===== src/rtl/light_cmp2_regs.svh =====
// Register map and timing constants of the second light comparator block
`ifndef LIGHT_CMP2_REGS_SVH
`define LIGHT_CMP2_REGS_SVH
`define CFG2_ADDR 8'h1C
`define OFFICE_THR_ADDR 8'h1D
`define CFG2_RESET 8'h00
`define OFFICE_THR_RESET 8'h00
`define FILT_MSB 7
`define FILT_LSB 5
`define FORCE_BIT 4
`define DARK_RES_BIT 3
`define OFFICE_RES_BIT 2
`define DARK_EN_BIT 1
`define OFFICE_EN_BIT 0
`define FILT_BASE_MS 80
`define CLK_KHZ 10000
`define LEVEL_DAY 2'h1
`define LEVEL_OFFICE 2'h2
`define LEVEL_DARK 2'h3
`endif


===== src/rtl/light_cmp2_pkg.sv =====
// Types of the second light comparator block
package light_cmp2_pkg;
    typedef enum logic [1:0] {
        ST_IDLE = 2'b01,
        ST_CONV = 2'b10
    } conv_state_t;
endpackage


===== src/rtl/second_light_comparator_cfg.sv =====
// Second light comparator configuration, filter timing and result logic
`timescale 1ns/1ns
`default_nettype none
`include "light_cmp2_regs.svh"
module second_light_comparator_cfg #(
    parameter int unsigned FILT_BASE_CYCLES = `FILT_BASE_MS * `CLK_KHZ
) (
    input wire logic mclk_i,
    input wire logic reset_i,
    input wire logic reg_wr_i,
    input wire logic reg_rd_i,
    input wire logic [7:0] reg_addr_i,
    input wire logic [7:0] reg_wdata_i,
    output logic [7:0] reg_rdata_o,
    input wire logic sinks_active_i,
    input wire logic backlight_en_i,
    input wire logic conv_done_i,
    input wire logic [7:0] office_code_i,
    input wire logic [7:0] office_hys_i,
    input wire logic [7:0] dark_code_i,
    input wire logic [7:0] dark_thr_i,
    input wire logic [7:0] dark_hys_i,
    output logic conv_start_o,
    output logic office_cmp_o,
    output logic dark_cmp_o,
    output logic [1:0] backlight_level_o
);
    // Hysteresis comparator: trip below threshold, release above threshold plus hysteresis
    function automatic logic hyst_cmp(input logic res, input logic [7:0] code,
                                      input logic [7:0] thr, input logic [7:0] hys);
        logic [8:0] upper;
        upper = {1'b0, thr} + {1'b0, hys};
        if (!res) begin
            hyst_cmp = (code < thr);
        end else begin
            hyst_cmp = !({1'b0, code} > upper);
        end
    endfunction

    logic [7:0] cfg_q;
    logic [7:0] thr_q;
    logic force_q;
    logic forced_q;
    logic office_res_q;
    logic dark_res_q;
    logic [31:0] cnt_q;
    logic tick_q;
    light_cmp2_pkg::conv_state_t st_q;

    wire wr_cfg = reg_wr_i && (reg_addr_i == `CFG2_ADDR);
    wire wr_thr = reg_wr_i && (reg_addr_i == `OFFICE_THR_ADDR);
    wire [2:0] filt_sel = cfg_q[`FILT_MSB:`FILT_LSB];
    wire office_en = cfg_q[`OFFICE_EN_BIT];
    wire dark_en = cfg_q[`DARK_EN_BIT];
    wire [31:0] filt_limit = FILT_BASE_CYCLES << filt_sel;
    wire cnt_wrap = (cnt_q >= filt_limit - 32'h1);
    wire force_go = force_q && sinks_active_i && !backlight_en_i;
    wire idle = (st_q == light_cmp2_pkg::ST_IDLE);
    wire start_d = idle && (force_go || (tick_q && backlight_en_i));
    wire upd = (st_q == light_cmp2_pkg::ST_CONV) && conv_done_i;
    wire office_nxt = hyst_cmp(office_res_q, office_code_i, thr_q, office_hys_i);
    wire dark_nxt = hyst_cmp(dark_res_q, dark_code_i, dark_thr_i, dark_hys_i);
    wire force_wr = wr_cfg && reg_wdata_i[`FORCE_BIT] && !backlight_en_i;
    wire force_clr = upd && forced_q;
    wire [7:0] cfg_rd = {cfg_q[7:5], force_q, dark_res_q, office_res_q, cfg_q[1:0]};
    wire [7:0] rdata_d = (reg_addr_i == `CFG2_ADDR) ? cfg_rd :
                         (reg_addr_i == `OFFICE_THR_ADDR) ? thr_q : 8'h00;
    wire [1:0] level_d = dark_res_q ? `LEVEL_DARK : (office_res_q ? `LEVEL_OFFICE : `LEVEL_DAY);

    // Register writes
    always_ff @(posedge mclk_i or posedge reset_i) begin
        if (reset_i) begin
            cfg_q <= `CFG2_RESET;
            thr_q <= `OFFICE_THR_RESET;
        end else begin
            if (wr_cfg) begin
                cfg_q <= reg_wdata_i;
            end
            if (wr_thr) begin
                thr_q <= reg_wdata_i;
            end
        end
    end

    // Force request bit, set wins over clear
    always_ff @(posedge mclk_i or posedge reset_i) begin
        if (reset_i) begin
            force_q <= 1'b0;
        end else if (force_wr) begin
            force_q <= 1'b1;
        end else if (force_clr || (wr_cfg && !reg_wdata_i[`FORCE_BIT])) begin
            force_q <= 1'b0;
        end
    end

    // Filter interval timer
    always_ff @(posedge mclk_i or posedge reset_i) begin
        if (reset_i) begin
            cnt_q <= 32'h0;
            tick_q <= 1'b0;
        end else begin
            cnt_q <= cnt_wrap ? 32'h0 : cnt_q + 32'h1;
            tick_q <= cnt_wrap;
        end
    end

    // Conversion sequencer
    always_ff @(posedge mclk_i or posedge reset_i) begin
        if (reset_i) begin
            st_q <= light_cmp2_pkg::ST_IDLE;
            forced_q <= 1'b0;
            conv_start_o <= 1'b0;
        end else begin
            conv_start_o <= start_d;
            unique case (st_q)
                light_cmp2_pkg::ST_IDLE: begin
                    if (start_d) begin
                        st_q <= light_cmp2_pkg::ST_CONV;
                        forced_q <= force_go;
                    end
                end
                light_cmp2_pkg::ST_CONV: begin
                    if (conv_done_i) begin
                        st_q <= light_cmp2_pkg::ST_IDLE;
                        forced_q <= 1'b0;
                    end
                end
                default: begin
                    st_q <= light_cmp2_pkg::ST_IDLE;
                end
            endcase
        end
    end

    // Comparator results
    always_ff @(posedge mclk_i or posedge reset_i) begin
        if (reset_i) begin
            office_res_q <= 1'b0;
            dark_res_q <= 1'b0;
        end else begin
            if (!office_en) begin
                office_res_q <= 1'b0;
            end else if (upd) begin
                office_res_q <= office_nxt;
            end
            if (!dark_en) begin
                dark_res_q <= 1'b0;
            end else if (upd) begin
                dark_res_q <= dark_nxt;
            end
        end
    end

    // Output registers
    always_ff @(posedge mclk_i or posedge reset_i) begin
        if (reset_i) begin
            reg_rdata_o <= 8'h00;
            office_cmp_o <= 1'b0;
            dark_cmp_o <= 1'b0;
            backlight_level_o <= `LEVEL_DAY;
        end else begin
            if (reg_rd_i) begin
                reg_rdata_o <= rdata_d;
            end
            office_cmp_o <= office_res_q;
            dark_cmp_o <= dark_res_q;
            backlight_level_o <= level_d;
        end
    end
endmodule // second_light_comparator_cfg
`default_nettype wire


===== config.mk =====
export PLATFORM = sky130hd
export DESIGN_NAME = second_light_comparator_cfg
export DESIGN_NICKNAME = d
export VERILOG_FILES = /design/src/rtl/light_cmp2_pkg.sv /design/src/rtl/second_light_comparator_cfg.sv
export VERILOG_INCLUDE_DIRS = /design/src /design/src/rtl
export SDC_FILE = /design/constraint.sdc
export NUM_CORES = 1
export LEC_CHECK = 0
export ABC_AREA = 1
export BUFFER_PORTS_ARGS = -buffer_cell sky130_fd_sc_hd__buf_2
export CAP_MARGIN = 30
export CORE_UTILIZATION = 54
export CTS_BUF_LIST = sky130_fd_sc_hd__clkbuf_4
export DETAILED_ROUTE_END_ITERATION = 7
export GPL_TIMING_DRIVEN = 0
export HOLD_SLACK_MARGIN = 0.06
export PLACE_DENSITY = 0.79
export SLEW_MARGIN = 10
export SYNTH_ARGS = -nofsm -noshare
export SYNTH_HDL_FRONTEND = slang
export SYNTH_SLANG_ARGS = --single-unit

===== constraint.sdc =====
create_clock -name mclk_i -period 2.6 [get_ports mclk_i]
set_input_delay 0.13 -clock mclk_i [delete_from_list [all_inputs] [get_ports mclk_i]]
set_output_delay 0.13 -clock mclk_i [all_outputs]
set_load 0.02 [all_outputs]

==> summary by stage <==
Run status
The flow ran to the end, but the final reports show violations. The final reports fail on setup timing.

Global routing
The number of antenna violations at the first check in global routing is 0. The wire length of the first global-routing pass is 21,500 µm. Entering global routing, the biggest net connects 66 pins. The via count of the first global-routing pass was 4,823.

For this run the aggregate overflow at the end of global routing stands at 0. The overall fraction of global-route tracks in use is 0.274.

Placement
After legalization and detailed placement, the total HPWL measured 9450 µm. Input and output buffers added on the ports amount to 75. The congestion estimate from routability-driven global placement came to 0.900. The post-placement setup slack is -427 ps. Once placement finished, the instance area stood at 5670 µm².

STA
The final worst clock skew is 17.2 ps. Once routing completed, OpenROAD measured the worst setup slack at -106 ps. The worst relative slew slack is 0.477.

The hold violation count in the final report was 0. Subtracting the final worst setup slack from the clock period gives 2710 ps. In the final timing run, aggregate negative setup slack is -2600 ps. Setup repair after global routing could not meet its margin everywhere. The fmax is 370 MHz.

Setup violations remaining at the end of the flow were counted as 31. The final worst-path cycle share is 1.04. The actual slew at the worst max-slew pin is 785 ps. The number of pins exceeding their max-slew limit in the final report is 0.

Final layout
With fillers left out, the area of the finished cells amounts to 6340 µm². Of the cells placed in the final design, the portion with a size suffix greater than 1 is 0.261. The leading cell type in the layout, fill and taps excluded is sky130_fd_sc_hd__nand2_1.

Leaving out fill and tap cells, the most frequent cells in the layout are 112 x sky130_fd_sc_hd__nand2_1, 77 x sky130_fd_sc_hd__buf_2, 70 x sky130_fd_sc_hd__ha_1. The multi-input combinational cells in the finished layout cover a total of 3360 µm². The register area is 1630 µm². The total number of nets in the final design is 888. After filler insertion, the fill cell instance count of the layout stands at 692. The relative area change from synthesis to final layout is 23.7%.

The number of inserted diodes is 0.

Die
In this run the horizontal extent of the chip is 99.4 µm. The die is 99.4 µm tall. After floorplanning, the core was sized to cover 9200 µm². The floorplan has 35 rows. The starting utilization of the core area is 0.557. 76 I/O pins were placed. The floorplan step defined a die boundary enclosing 9880 µm².

Power and ir drop
The worst vdd rail ir drop is 0.282 mV. The proportion of total power due to net switching is 0.314. Summed over all nets, the switching power comes to 0.000858 W. The standby leakage power is 3.10 nW. The sequential share of power is 0.396. Of the total power, the clock network draws 0.323. The total power divided by cell area is 431 nW/µm².

The internal power of the cells is 0.00187 W. The combinational group share of total power is 0.281.

Routing
After detailed routing, the number of remaining DRC violations is 0. The detail-routed net length per standard cell is 14.8 µm. The count of vias placed by the detailed router is 4,799. The count of nets left with antenna violations once routing finished came out at 0. The uppermost signal routing layer after detailed routing is met4.

The detailed router finished its first iteration with 244 violations. The routed design uses 6190 µm of met2 wire. Wires add up to 12,800 µm. The number of vias per cell is 5.56. The detailed router put a total of 5600 µm of wire on met1.

The pre-antenna-repair detailed-routing pass consisted of 5 iterations. Wire segments on met3 add up to 722 µm in the final route.

Critical path
The flop-to-flop setup slack is -110 ps. The critical-path maximum fanout is 6. The startpoint identified for the worst register-to-register timing path is cfg_q[6]. The capturing element type of the critical path is a register. The critical path starts at cfg_q[6].

The data arrival at the endpoint of the critical path is 3040 ps. The element type at the critical path start is a register. The type of the worst setup path is register to register. STA puts the critical path data required time at 2930 ps.

CTS
For the worst-skew pair, the clock arrives at the later sink with an insertion delay of 430 ps. The CTS buffer count is 9. The clock net sink count is 65. The H-tree was split into 3 levels. The clock-pin slew of the registers on the worst-case setup and hold paths is 120 ps.

The buffer levels on the longest clock path is 2. TritonCTS built the clock tree. Clock tree synthesis selected as its root buffer the cell sky130_fd_sc_hd__clkbuf_4.

Yosys
For this run, the register share of the synthesized area comes to 0.318. The most common flop cell mapped by yosys is sky130_fd_sc_hd__dfrtp_1. The number of distinct library cells after synthesis is 42.

Yosys mapped a number of flops with a built-in enable equal to 0. Synthesis handed over a netlist of 626 instances. Counting flops and latches in the post-synthesis netlist gives 65. The synthesis warning total is 0. The summed instance area of the synthesized netlist is 5120 µm². The average instance area after synthesis is 8.19 µm². Of all flip-flops after synthesis, the portion carrying an async set or reset was 1.00.

Hold path
The worst hold path begins at reg_wr_i. The path category of the worst min-delay check is input pin to register.

Run
The max capacitance violation total is 0.
==> timing repair <==
| action | 4_1_cts | 5_1_grt |
|---|---|---|
| endpoints found under the setup margin | 31 | 31 |
| hold buffers | 17 | 0 |
| resized for setup | 40 | 19 |
| gates cloned | 3 | 0 |
| pin swaps | 17 | 4 |
| buffers inserted | 10 | 3 |
| endpoints found under the hold margin | 84 | 0 |
==> metal layers <==
metal  GRT usage  vias to the layer above
li1            -                     2345
met2       0.466                      176
met5           0                        -
met1       0.350                     2249
met4      0.0916                        0
met3      0.0548                       29
==> synth_stat cells (all sizes together), types with 3 or more instances <==
library cell | instances | share of area
a21oi | 42 | 0.041
xnor2 | 16 | 0.027
o211ai | 4 | 0.0059
buf | 6 | 0.0095
ha | 76 | 0.19
o221ai | 5 | 0.0085
nor4 | 5 | 0.011
nand3b | 3 | 0.0051
o21ai | 28 | 0.027
a31oi | 3 | 0.0037
nand3 | 24 | 0.024
dfrtp | 63 | 0.31
nand4 | 20 | 0.024
nor3 | 9 | 0.0098
o21a | 11 | 0.016
nand2 | 121 | 0.092
inv | 69 | 0.051
nor2 | 77 | 0.068
xor2 | 28 | 0.048
==> critical path, cell delays in order, from the launching register on <==
cell and delay, ps:
sky130_fd_sc_hd__dfrtp_2 420, sky130_fd_sc_hd__inv_4 60, sky130_fd_sc_hd__ha_4 170, sky130_fd_sc_hd__inv_4 60, sky130_fd_sc_hd__nor2_4 40, sky130_fd_sc_hd__inv_2 70, sky130_fd_sc_hd__ha_4 130, sky130_fd_sc_hd__nand3b_1 130
sky130_fd_sc_hd__nor4_4 210, sky130_fd_sc_hd__xor2_1 110, sky130_fd_sc_hd__ha_1 300, sky130_fd_sc_hd__nand2_2 70, sky130_fd_sc_hd__nor2_2 130, sky130_fd_sc_hd__nand3_1 100, sky130_fd_sc_hd__o2111ai_2 90, sky130_fd_sc_hd__nand3_2 120
sky130_fd_sc_hd__nand2_4 180, sky130_fd_sc_hd__buf_6 170, sky130_fd_sc_hd__nor2_2 50
==> area by class of cell <==
| cell class | instances | area share |
|---|---|---|
| plain buffers | 7 | 0.00987 |
| clock inverters | 7 | 0.0185 |
| well taps | 111 | 0.0219 |
| inverters | 69 | 0.0420 |
| clock buffers | 9 | 0.0107 |
| multi-input cells | 487 | 0.530 |
| repair buffers | 108 | 0.109 |
| flip-flops and latches | 65 | 0.257 |
==> state kept, by name, summed over array words and instances, names as in the netlist <==
| signal | cells |
|---|---|
| cnt_q | 32 |
| reg_rdata_o | 8 |
| thr_q | 8 |
| cfg_q | 5 |
| backlight_level_o | 2 |
| st_q | 2 |
| conv_start_o | 1 |
| dark_cmp_o | 1 |
| dark_res_q | 1 |
| force_q | 1 |
| forced_q | 1 |
| office_cmp_o | 1 |
| office_res_q | 1 |
| tick_q | 1 |
==> stage by stage <==
step	hold slack (ps)	total power, W	utilization	instances
CTS	120	0.00272	0.681	860
global placement	353	0.00174	0.616	814
global route	157	0.00289	0.690	863
detailed placement	342	0.00178	0.616	814
floorplan	247	0.00158	-	628
finish	148	0.00273	0.690	863
==> final timing paths <==
path	end	depth (start not counted)
worst max-delay path	cnt_q[22]	18
worst min-delay path	thr_q[3]	5
worst max register to register	cnt_q[22]	18
worst min register to register	dark_cmp_o	0
max in group asynchronous	cfg_q[7]	3
min in group asynchronous	cnt_q[6]	3
==> logic make-up (layout without fill, tap and decap cells) <==
logic type	after synthesis	after routing	share of synthesized area
buffers and inverters	76	200	0.0608
XOR/XNOR	44	44	0.0752
other	2	4	0.00147
AO/OA/AOI/OAI	101	101	0.115
flip-flops	65	65	0.318
adder cells (fa/ha/maj)	78	78	0.193
AND/OR/NAND/NOR	260	260	0.237
==> power groups by stage <==
stage / Clock [W] / Sequential [W] / Combinational [W]
after floorplan: 0 / 0.00111 / 0.000471
final: 0.000883 / 0.00108 / 0.000767
after detailed placement: 0 / 0.00110 / 0.000676
after global placement: 0 / 0.00110 / 0.000640
after CTS: 0.000892 / 0.00108 / 0.000746
after global routing: 0.000937 / 0.00108 / 0.000872
Power figures use the tool's default switching activity.
